`src/logic/acx_pkg.sv`:
```
// Constants and types shared by the configuration-word exchange block.
package acx_pkg;

  // ************************************************************
  // Register numbers and field positions
  // ************************************************************
  localparam logic [4:0]  REG_ADVERTISE    = 5'h04;
  localparam logic [4:0]  REG_PARTNER      = 5'h05;
  localparam int          ACK_BIT          = 14;
  localparam int          SPEED_LSB        = 10;
  localparam logic [1:0]  SPEED_1000       = 2'h2;
  localparam logic [1:0]  STRAP_RXD_MATCH  = 2'h2;
  localparam logic [15:0] ADV_RESET_BASEX  = 16'h0020;
  localparam logic [15:0] ADV_RESET_SGMII  = 16'h9001;
  localparam logic [15:0] ADV_WRITE_MASK   = 16'hbfff;
  localparam logic [15:0] RX_MASK_BASEX    = 16'hf1e0;
  localparam logic [15:0] RX_MASK_SGMII    = 16'h9c00;
  localparam logic [15:0] RESET_WORD       = 16'h0000;

  // ************************************************************
  // Timing
  // ************************************************************
  localparam int     CLK_PERIOD_NS       = 50;
  localparam int     LINK_TIMER_BASEX_US = 10000;
  localparam int     LINK_TIMER_SGMII_US = 1600;
  localparam longint WATCHDOG_MS         = 5000;
  localparam int     LINK_BASEX_CYCLES   =
    LINK_TIMER_BASEX_US * 1000 / CLK_PERIOD_NS;
  localparam int     LINK_SGMII_CYCLES   =
    LINK_TIMER_SGMII_US * 1000 / CLK_PERIOD_NS;
  localparam longint WATCHDOG_CYCLES     =
    WATCHDOG_MS * 64'd1000000 / CLK_PERIOD_NS;

  // ************************************************************
  // Negotiation states
  // ************************************************************
  typedef enum logic [2:0] {
    ST_DISABLED_LINK_GOOD = 3'b000,
    ST_ABILITY_DETECT     = 3'b001,
    ST_ACK_DETECT         = 3'b010,
    ST_LINK_GOOD          = 3'b011
  } acx_state_type;

endpackage : acx_pkg

```
`src/logic/acx_config_exchange.sv`:
```
// Configuration-word exchange, partner status and strap defaults.
//
// Behaviour
// - Base-X received bit 15: partner next-page request
// - Base-X received bit 14: partner acknowledged page
// - Base-X received bits 13:12 show partner remote fault
// - Base-X received bits 8:7 show partner pause ability
// - Base-X bits 6/5: partner half/full duplex
// - Mode bit zero selects SGMII control transfer
// - SGMII: act as receiver or transmitter
// - Hardware sets and detects the acknowledge bit
// - Link-down outside disabled-good and link-good states
// - Link-down clears status bit, squelches clocks
// - SGMII word: D0 one, speed, duplex, ack, link
// - SGMII receiver stores received word automatically
// - SGMII transmitter takes fields from advertise register
// - Five-pin strap selects mode, speed from pins
// - Three-pin strap selects mode, speed 1000
// - Strap default advertises full duplex, link up
// - SGMII received bit 15: partner link status
// - SGMII received bit 12: partner duplex
// - SGMII received bits 11:10: partner speed
// - Non-zero word: ack, store, raise page flags
// - Link timer ends transmission: 10/1.6 ms
// - Start bit with enable begins exchange
// - Watchdog restarts if no link in 5 s
`timescale 1ns/1ps
`default_nettype none

module acx_config_exchange #(
  parameter int unsigned LINK_BASEX_CYCLES = acx_pkg::LINK_BASEX_CYCLES,
  parameter int unsigned LINK_SGMII_CYCLES = acx_pkg::LINK_SGMII_CYCLES,
  parameter int unsigned WATCHDOG_CYCLES   =
    int'(acx_pkg::WATCHDOG_CYCLES)
) (
  input  wire logic        CLK,
  input  wire logic        RST_N,
  input  wire logic        STRAP_COL,
  input  wire logic [1:0]  STRAP_RXD,
  input  wire logic        STRAP_GENERAL_OUTPUT_TWO,
  input  wire logic        STRAP_RX_DV,
  input  wire logic        CFG_WRITE,
  input  wire logic        CFG_BASEX_MODE_SELECT,
  input  wire logic        CFG_NEGOTIATION_ENABLE,
  input  wire logic        NEGOTIATION_START,
  input  wire logic        NEGOTIATION_WATCHDOG_DISABLE,
  input  wire logic        RECOVERED_CLOCK_SQUELCH_ENABLE,
  input  wire logic        LINK_STATUS_READ,
  input  wire logic        PAGE_FLAG_CLEAR,
  input  wire logic        PAGE_IRQ_FLAG_CLEAR,
  input  wire logic [4:0]  REG_ADDR,
  input  wire logic        REG_WRITE,
  input  wire logic [15:0] REG_WDATA,
  output logic      [15:0] REG_RDATA,
  input  wire logic        RX_CONFIG_VALID,
  input  wire logic [15:0] RX_CONFIG_WORD,
  output logic             TX_CONFIG_ACTIVE,
  output logic      [15:0] TX_CONFIG_WORD,
  output logic             BASEX_MODE_SELECT,
  output logic             NEGOTIATION_ENABLE,
  output logic             LINK_DOWN,
  output logic             LINK_STATUS_BIT,
  output logic             CLOCK_SQUELCH,
  output logic             PAGE_RECEIVED_FLAG,
  output logic             PAGE_RECEIVED_IRQ_FLAG
);

  if (LINK_BASEX_CYCLES < 2 || LINK_SGMII_CYCLES < 2 ||
      LINK_BASEX_CYCLES > (1 << 18) || LINK_SGMII_CYCLES > (1 << 18) ||
      WATCHDOG_CYCLES < 2 || WATCHDOG_CYCLES >= (1 << 28))
  begin : gen_bad_timer
    $error("acx_config_exchange: timer count out of range");
  end

  // ************************************************************
  // Strap synchronisers
  // ************************************************************
  // The pins pass two flops that run through reset, so the
  // second stage already holds settled levels at release.
  logic [4:0] strap_meta;
  logic [4:0] strap_sync;
  logic       strap_done;

  always_ff @(posedge CLK)
  begin
    strap_meta <= {STRAP_COL, STRAP_RXD, STRAP_GENERAL_OUTPUT_TWO,
                   STRAP_RX_DV};
    strap_sync <= strap_meta;
  end

  wire       s_col   = strap_sync[4];
  wire [1:0] s_rxd   = strap_sync[3:2];
  wire       s_gpo   = strap_sync[1];
  wire       s_rxdv  = strap_sync[0];
  wire       s_long  = !s_col && s_rxd == acx_pkg::STRAP_RXD_MATCH
                       && s_rxdv;
  wire       s_apply = s_col || s_long;
  wire [1:0] s_speed = s_col ? acx_pkg::SPEED_1000 : s_rxd;
  wire       strap_capture = !strap_done;

  // Default advertise word for the strapped mode.
  wire [15:0] sgmii_default =
    acx_pkg::ADV_RESET_SGMII
    | (16'(s_speed) << acx_pkg::SPEED_LSB);
  wire [15:0] strap_adv = (s_apply && !s_gpo) ? sgmii_default
                          : acx_pkg::ADV_RESET_BASEX;

  // ************************************************************
  // Mode, enable and advertise register
  // ************************************************************
  logic [15:0] advertise_register;
  logic [15:0] partner_receive_register;

  wire wr_adv = REG_WRITE && REG_ADDR == acx_pkg::REG_ADVERTISE;

  always_ff @(posedge CLK)
  begin
    if (!RST_N)
    begin
      strap_done         <= 1'b0;
      BASEX_MODE_SELECT  <= 1'b1;
      NEGOTIATION_ENABLE <= 1'b0;
      advertise_register <= acx_pkg::ADV_RESET_BASEX;
    end
    else
    begin
      strap_done <= 1'b1;
      if (strap_capture)
      begin
        advertise_register <= strap_adv;
        if (s_apply)
        begin
          BASEX_MODE_SELECT  <= s_gpo;
          NEGOTIATION_ENABLE <= 1'b1;
        end
      end
      else
      begin
        if (CFG_WRITE)
        begin
          BASEX_MODE_SELECT  <= CFG_BASEX_MODE_SELECT;
          NEGOTIATION_ENABLE <= CFG_NEGOTIATION_ENABLE;
        end
        if (wr_adv)
          advertise_register <= REG_WDATA & acx_pkg::ADV_WRITE_MASK;
      end
    end
  end

  // ************************************************************
  // Negotiation state machine and timers
  // ************************************************************
  acx_pkg::acx_state_type state;
  acx_pkg::acx_state_type next_state;
  logic [17:0] link_timer;
  logic [27:0] watchdog;
  logic        ack_out;

  wire [17:0] link_limit = BASEX_MODE_SELECT ?
    18'(LINK_BASEX_CYCLES - 1) : 18'(LINK_SGMII_CYCLES - 1);
  wire link_done   = link_timer == link_limit;
  wire wd_done     = watchdog == 28'(WATCHDOG_CYCLES - 1);
  wire word_in     = RX_CONFIG_VALID && RX_CONFIG_WORD != 16'h0000;
  wire start_req   = NEGOTIATION_START && NEGOTIATION_ENABLE;
  wire wd_restart  = wd_done && !NEGOTIATION_WATCHDOG_DISABLE;
  wire partner_ack = partner_receive_register[acx_pkg::ACK_BIT];

  always_comb
  begin
    next_state = state;
    case (state)
      acx_pkg::ST_DISABLED_LINK_GOOD:
        if (NEGOTIATION_ENABLE && strap_done)
          next_state = acx_pkg::ST_ABILITY_DETECT;
      acx_pkg::ST_ABILITY_DETECT:
        if (word_in)
          next_state = acx_pkg::ST_ACK_DETECT;
      acx_pkg::ST_ACK_DETECT:
        if (link_done)
          next_state = partner_ack ? acx_pkg::ST_LINK_GOOD
                       : acx_pkg::ST_ABILITY_DETECT;
      acx_pkg::ST_LINK_GOOD:
        next_state = acx_pkg::ST_LINK_GOOD;
      default:
        next_state = acx_pkg::ST_DISABLED_LINK_GOOD;
    endcase
    if (state != acx_pkg::ST_DISABLED_LINK_GOOD &&
        state != acx_pkg::ST_LINK_GOOD && wd_restart)
      next_state = acx_pkg::ST_ABILITY_DETECT;
    if (start_req)
      next_state = acx_pkg::ST_ABILITY_DETECT;
    if (!NEGOTIATION_ENABLE)
      next_state = acx_pkg::ST_DISABLED_LINK_GOOD;
  end

  wire entering = next_state != state || start_req || wd_restart;

  always_ff @(posedge CLK)
  begin
    if (!RST_N)
    begin
      state      <= acx_pkg::ST_DISABLED_LINK_GOOD;
      link_timer <= 18'h00000;
      watchdog   <= 28'h0000000;
    end
    else
    begin
      state      <= next_state;
      link_timer <= (entering || link_done) ? 18'h00000
                    : link_timer + 18'h00001;
      // The watchdog restarts on every new attempt, not on each
      // page, so a partner that never acknowledges is retried.
      if (start_req || wd_restart ||
          state == acx_pkg::ST_DISABLED_LINK_GOOD ||
          state == acx_pkg::ST_LINK_GOOD)
        watchdog <= 28'h0000000;
      else
        watchdog <= watchdog + 28'h0000001;
    end
  end

  // ************************************************************
  // Transmit word, receive capture and page flags
  // ************************************************************
  wire in_exchange = state == acx_pkg::ST_ABILITY_DETECT ||
                     state == acx_pkg::ST_ACK_DETECT;

  always_ff @(posedge CLK)
  begin
    if (!RST_N)
    begin
      ack_out                  <= 1'b0;
      partner_receive_register <= acx_pkg::RESET_WORD;
      PAGE_RECEIVED_FLAG       <= 1'b0;
      PAGE_RECEIVED_IRQ_FLAG   <= 1'b0;
      TX_CONFIG_ACTIVE         <= 1'b0;
      TX_CONFIG_WORD           <= acx_pkg::RESET_WORD;
    end
    else
    begin
      if (next_state == acx_pkg::ST_ABILITY_DETECT && entering)
        ack_out <= 1'b0;
      else if (in_exchange && word_in)
        ack_out <= 1'b1;
      if (in_exchange && word_in)
        partner_receive_register <= RX_CONFIG_WORD;
      // A page arriving with a clear keeps the flag set.
      PAGE_RECEIVED_FLAG <= (in_exchange && word_in)
                            || (PAGE_RECEIVED_FLAG && !PAGE_FLAG_CLEAR);
      PAGE_RECEIVED_IRQ_FLAG <= (in_exchange && word_in)
        || (PAGE_RECEIVED_IRQ_FLAG && !PAGE_IRQ_FLAG_CLEAR);
      TX_CONFIG_ACTIVE <= in_exchange && !link_done;
      // Both modes send the advertise word; only the ack bit is
      // owned by hardware.
      TX_CONFIG_WORD <= {advertise_register[15], ack_out,
                         advertise_register[13:0]};
    end
  end

  // ************************************************************
  // Link-down, status bit and clock squelch
  // ************************************************************
  assign LINK_DOWN = state != acx_pkg::ST_DISABLED_LINK_GOOD &&
                     state != acx_pkg::ST_LINK_GOOD;
  assign CLOCK_SQUELCH = LINK_DOWN &&
                         RECOVERED_CLOCK_SQUELCH_ENABLE;

  // Latched low: a drop stays visible until software reads it.
  always_ff @(posedge CLK)
  begin
    if (!RST_N)
      LINK_STATUS_BIT <= 1'b0;
    else if (LINK_DOWN)
      LINK_STATUS_BIT <= 1'b0;
    else if (LINK_STATUS_READ)
      LINK_STATUS_BIT <= 1'b1;
  end

  // ************************************************************
  // Register read port
  // ************************************************************
  wire [15:0] rx_view = partner_receive_register &
    (BASEX_MODE_SELECT ? acx_pkg::RX_MASK_BASEX
                       : acx_pkg::RX_MASK_SGMII);
  wire [15:0] rd_mux =
    (REG_ADDR == acx_pkg::REG_ADVERTISE) ? advertise_register :
    (REG_ADDR == acx_pkg::REG_PARTNER)   ? rx_view : 16'h0000;

  always_ff @(posedge CLK)
  begin
    if (!RST_N)
      REG_RDATA <= 16'h0000;
    else
      REG_RDATA <= rd_mux;
  end

endmodule : acx_config_exchange

`default_nettype wire

```
`config.mk`:
```
export PLATFORM = sky130hd
export DESIGN_NAME = acx_config_exchange
export DESIGN_NICKNAME = d
export VERILOG_FILES = /design/src/logic/acx_pkg.sv /design/src/logic/acx_config_exchange.sv
export SDC_FILE = /design/constraint.sdc
export NUM_CORES = 1
export LEC_CHECK = 0
export BUFFER_PORTS_ARGS = -buffer_cell sky130_fd_sc_hd__buf_2
export CORE_AREA = 2 2 149 151
export CTS_CLUSTER_DIAMETER = 100
export DETAILED_ROUTE_END_ITERATION = 8
export DIE_AREA = 0 0 151 153
export GPL_ROUTABILITY_DRIVEN = 0
export GPL_TIMING_DRIVEN = 1
export RECOVER_POWER = 100
export SETUP_SLACK_MARGIN = 0.15
export SLEW_MARGIN = 20
export SYNTH_ARGS = -nofsm -noshare
export SYNTH_HDL_FRONTEND = slang
export SYNTH_SLANG_ARGS = --single-unit
```
`constraint.sdc`:
```
create_clock -name CLK -period 2.2 [get_ports CLK]
set_input_delay 0.11 -clock CLK [delete_from_list [all_inputs] [get_ports CLK]]
set_output_delay 0.11 -clock CLK [all_outputs]
set_load 0.005 [all_outputs]
```
==> metrics.log <==
[metrics] worst flop-to-flop path startpoint: watchdog[1]$_SDFF_PP0_
[metrics] worst vdd rail ir drop: 0.000480 V
[metrics] switching component of the power: roughly 1200 uW
[metrics] launch instance of the worst min-delay path: CFG_WRITE
[metrics] power density over the cells: ~830 nW/um^2
[metrics] antenna violations before repair: 1
[metrics] global-route congestion overflow total: 0
[metrics] worst-case headroom to the max-slew limit: between 20% and 30%
[metrics] power share of the sequential group: 41.3%
[metrics] maximum clock insertion buffer count: 2
[metrics] total iterations of the first detailed-routing run: 4
[metrics] run status: finished, final reports clean
[metrics] number of max-slew violations in the final report: 0
[metrics] upper clock frequency limit: between 400 and 500 MHz
[metrics] clock tree from TritonCTS: built
[metrics] cell with the largest stage delay on the worst path: sky130_fd_sc_hd__or4b_4
[metrics] synthesized netlist net count: roughly 580
[metrics] prevailing post-synth register cell: sky130_fd_sc_hd__dfxtp_1
[metrics] area of the core region: 21500 um^2
[metrics] CTS H-tree lvls: 4
[metrics] Max Fanout on Critical Path: 14
[metrics] logic gate share of total power: under 10%
[metrics] number of flops mapped to enable cells by yosys: 0
[metrics] data arrival time of the critical path: between 2 and 2.5 ns
[metrics] number of buffer and inverter instances along the worst setup path: 0
[metrics] worst hold path class: in2reg
[metrics] Post-DP HPWL: around 8400 um
[metrics] Die Footprint: ~23000 um^2
[metrics] number of buffers added on ports: between 90 and 100
[metrics] overall power consumption: 5590 uW
[metrics] crit path capture type: flop
[metrics] clock slew seen by the registers of the worst setup and hold paths: ~0.060 ns
[metrics] count of cell types in the netlist: just under 50
[metrics] IO Pins: 95
[metrics] Top delay family on crit path: simple AND/OR/NAND/NOR gates
[metrics] sequential fraction of the synthesis area: 51.0%
[metrics] actual transition at the worst max-transition pin: roughly 1.1 ns
[metrics] startpoint types: flop
[metrics] switching power share of the total: 21.7%
[metrics] DRC violations left: 0
[metrics] highest cell delay on the worst timing path: 0.61 ns
[metrics] number of global-route vias before repair: 4073
[metrics] summed negative setup slack over all endpoints: 0 ns
[metrics] horizontal die dimension: roughly 150 um
[metrics] RSZ-0062 raised after global routing: yes
[metrics] Gate Count Post-Synth: approximately 520
[metrics] cell depth of the worst min-delay path: 3
[metrics] number of buffers added by the clock tree synthesis step: 17
[metrics] critical path class: reg2reg
[metrics] cell depth of the worst flop-to-flop path: 6
[metrics] clock network fraction of design power: 53.8%
[metrics] Internal: ~4400 uW
[metrics] Worst Hold Endpoint: NEGOTIATION_ENABLE$_SDFFE_PN0P_
[metrics] Iteration-0 DRC Markers: 241
[metrics] site row count: 54
[metrics] clock insertion delay at the later pin of the skew report: about 0.42 ns
[metrics] Cell Chain, Critical Path: ha_1 > nand3_1 > or2_4 > or4b_4 > nand4_4 > nor2_1
[metrics] floorplan die height: 153 um
[metrics] final worst path period share: around nine tenths
[metrics] wire length per cell: approximately 13 um
[metrics] reg2reg setup slack: about 0.19 ns
[metrics] final routed wirelength across all metal layers: roughly 12000 um
[metrics] commonest non-fill, non-tap cells in the layout: sky130_fd_sc_hd__dfxtp_1, sky130_fd_sc_hd__buf_2, sky130_fd_sc_hd__nor2_1
[metrics] FF-to-FF End: watchdog[22]$_SDFF_PP0_
[metrics] share of cells above drive strength 1: around a fifth
[metrics] hold_ws: between 0.06 and 0.07 ns
[metrics] Period minus WS final: ~2 ns
[metrics] total track usage: 11.1%
[metrics] Clock Tree Root: sky130_fd_sc_hd__clkbuf_16
[metrics] most common cell after layout, fill and taps aside: sky130_fd_sc_hd__dfxtp_1
[metrics] setup skew after layout: between 0.009 and 0.01 ns
[metrics] first-pass GRT wire length: approximately 20000 um
[metrics] DR vias: 4238
[metrics] antenna diode count: 0
[metrics] Layout Area Growth over Synthesis: 37.9%
[metrics] Routed Antenna Nets: 0
[metrics] synthesis-stage register bit count: roughly 120
[metrics] Worst Path Required: around 2.5 ns
[metrics] clock tree sinks: around 120
[metrics] drt via density: ~4.4
[metrics] Avg Synthesized Cell Area: 9.34 um^2
[metrics] Final setup violation count: 0
[metrics] NumNets Final: 721
[metrics] post-synthesis instance area: roughly 5000 um^2
[metrics] effective utilization at floorplan: ~23%
[metrics] number of violations of the max-capacitance limit: 0
[metrics] Syn. warnings: 0
[metrics] number of hold violations in the final report: 0
[metrics] maximum number of pins on one net before global-route repair: 22
[metrics] Leak Pwr: 0.00256 uW
[metrics] share of flip-flops with an asynchronous set or reset after synthesis: 0%
==> power by group through the flow <==
stage	registers, uW	clock network [uW]	logic, uW
final	2310	3000	275
after floorplan	2350	0	120
after CTS	2310	3080	280
after detailed placement	2360	0	222
after global routing	2310	3170	304
after global placement	2360	0	221
==> cells in the mapped netlist (7+ instances only) <==
cell                       instances  area (um^2)
sky130_fd_sc_hd__nand4_1          15         93.8
sky130_fd_sc_hd__o21ai_0           8         40.0
sky130_fd_sc_hd__dfxtp_1         124         2480
sky130_fd_sc_hd__nor4_1           31          194
sky130_fd_sc_hd__xnor2_1          15          131
sky130_fd_sc_hd__nor2b_1           7         43.8
sky130_fd_sc_hd__nor2_1           55          206
sky130_fd_sc_hd__nand2b_1         10         62.6
sky130_fd_sc_hd__and2_1           22          138
sky130_fd_sc_hd__nand3_1          35          175
sky130_fd_sc_hd__inv_1             9         33.8
sky130_fd_sc_hd__clkbuf_1         18         67.6
sky130_fd_sc_hd__a21oi_1          25          125
sky130_fd_sc_hd__and3_1           12         75.1
sky130_fd_sc_hd__mux2i_1          13          130
sky130_fd_sc_hd__xor2_1           27          236
sky130_fd_sc_hd__nand2_1          36          135
==> tightest hold or removal path, stage by stage <==
cell	delay (ns)
sky130_fd_sc_hd__buf_2	0.11
sky130_fd_sc_hd__mux2i_1	0.09
sky130_fd_sc_hd__a21oi_1	0.14
==> cell type report <==
cell class | instances | area (um^2)
Clock inverter | 13 | 186
Tap cell | 280 | 350
Clock buffer | 19 | 453
Multi-Input combinational cell | 364 | 2270
Sequential cell | 124 | 2480
Inverter | 9 | 33.8
Timing Repair Buffer | 148 | 933
Fill cell | 2239 | 14800
==> kinds of logic (layout without fill, tap and decap cells) <==
family	Yosys count	in the layout	synth area share [%]
AND/OR/NAND/NOR	255	256	28.8
AO/OA/AOI/OAI	50	50	6.20
flip-flops	124	124	51.0
XOR/XNOR	42	42	7.56
buffers and inverters	34	189	3.21
adder cells (fa/ha/maj)	2	2	0.514
multiplexers	13	13	2.67
other	1	1	0.0770
==> worst max-delay path by stage <==
| stage | start | depth (start not counted) | slack, ns | end |
|---|---|---|---|---|
| 6_report | watchdog[1]$_SDFF_PP0_ | 6 | 0.19 | watchdog[22]$_SDFF_PP0_ |
| 5_1_grt | watchdog[1]$_SDFF_PP0_ | 6 | 0.06 | watchdog[9]$_SDFF_PP0_ |
| 4_1_cts | watchdog[19]$_SDFF_PP0_ | 5 | 0.16 | ack_out$_SDFFE_PP0P_ |
| 3_5_place_dp | watchdog[0]$_SDFF_PP0_ | 6 | 0.1 | watchdog[22]$_SDFF_PP0_ |
| 3_3_place_gp | watchdog[0]$_SDFF_PP0_ | 6 | 0.12 | watchdog[15]$_SDFF_PP0_ |
| 2_1_floorplan | watchdog[9]$_SDFF_PP0_ | 7 | 0.20 | watchdog[9]$_SDFF_PP0_ |
==> sequential cells by signal (all words and copies together), names as in the netlist, 3 cells and up <==
| name | cells |
|---|---|
| state | 3 |
| strap_sync | 5 |
| partner_receive_register | 10 |
| strap_meta | 5 |
| TX_CONFIG_WORD | 16 |
| watchdog | 28 |
| REG_RDATA | 16 |
| advertise_register | 15 |
| link_timer | 18 |
==> routing by layer <==
metal  share of wire [%]  global-route usage [%]  up-vias
met5                0.10                       0        -
met4                 1.7                    4.72        2
met3                 5.6                    3.97       16
met2                  46                    17.3      112
met1                  47                    13.9     1990
li1                    -                       -     2118
==> what timing repair did <==
| action | in CTS | in global routing |
|---|---|---|
| endpoints found under the hold margin | 35 | 0 |
| gates cloned | 1 | 0 |
| resized for setup | 1 | 8 |
| setup endpoints to repair | 28 | 49 |
| buffers inserted | 0 | 0 |
| hold buffers | 36 | 0 |
| pin swaps | 0 | 2 |
==> through the flow <==
step / cell area [um^2] / cells / setup slack (ns) / utilization (%)
2_1_floorplan: 4870 / 521 / 0.203 / -
3_3_place_gp: 5720 / 888 / 0.121 / 26.6
3_5_place_dp: 5720 / 888 / 0.0972 / 26.6
4_1_cts: 6740 / 957 / 0.164 / 31.4
5_1_grt: 6710 / 957 / 0.0644 / 31.2
6_report: 6710 / 957 / 0.193 / 31.2
Note: power is estimated with default switching activity, not from simulation.
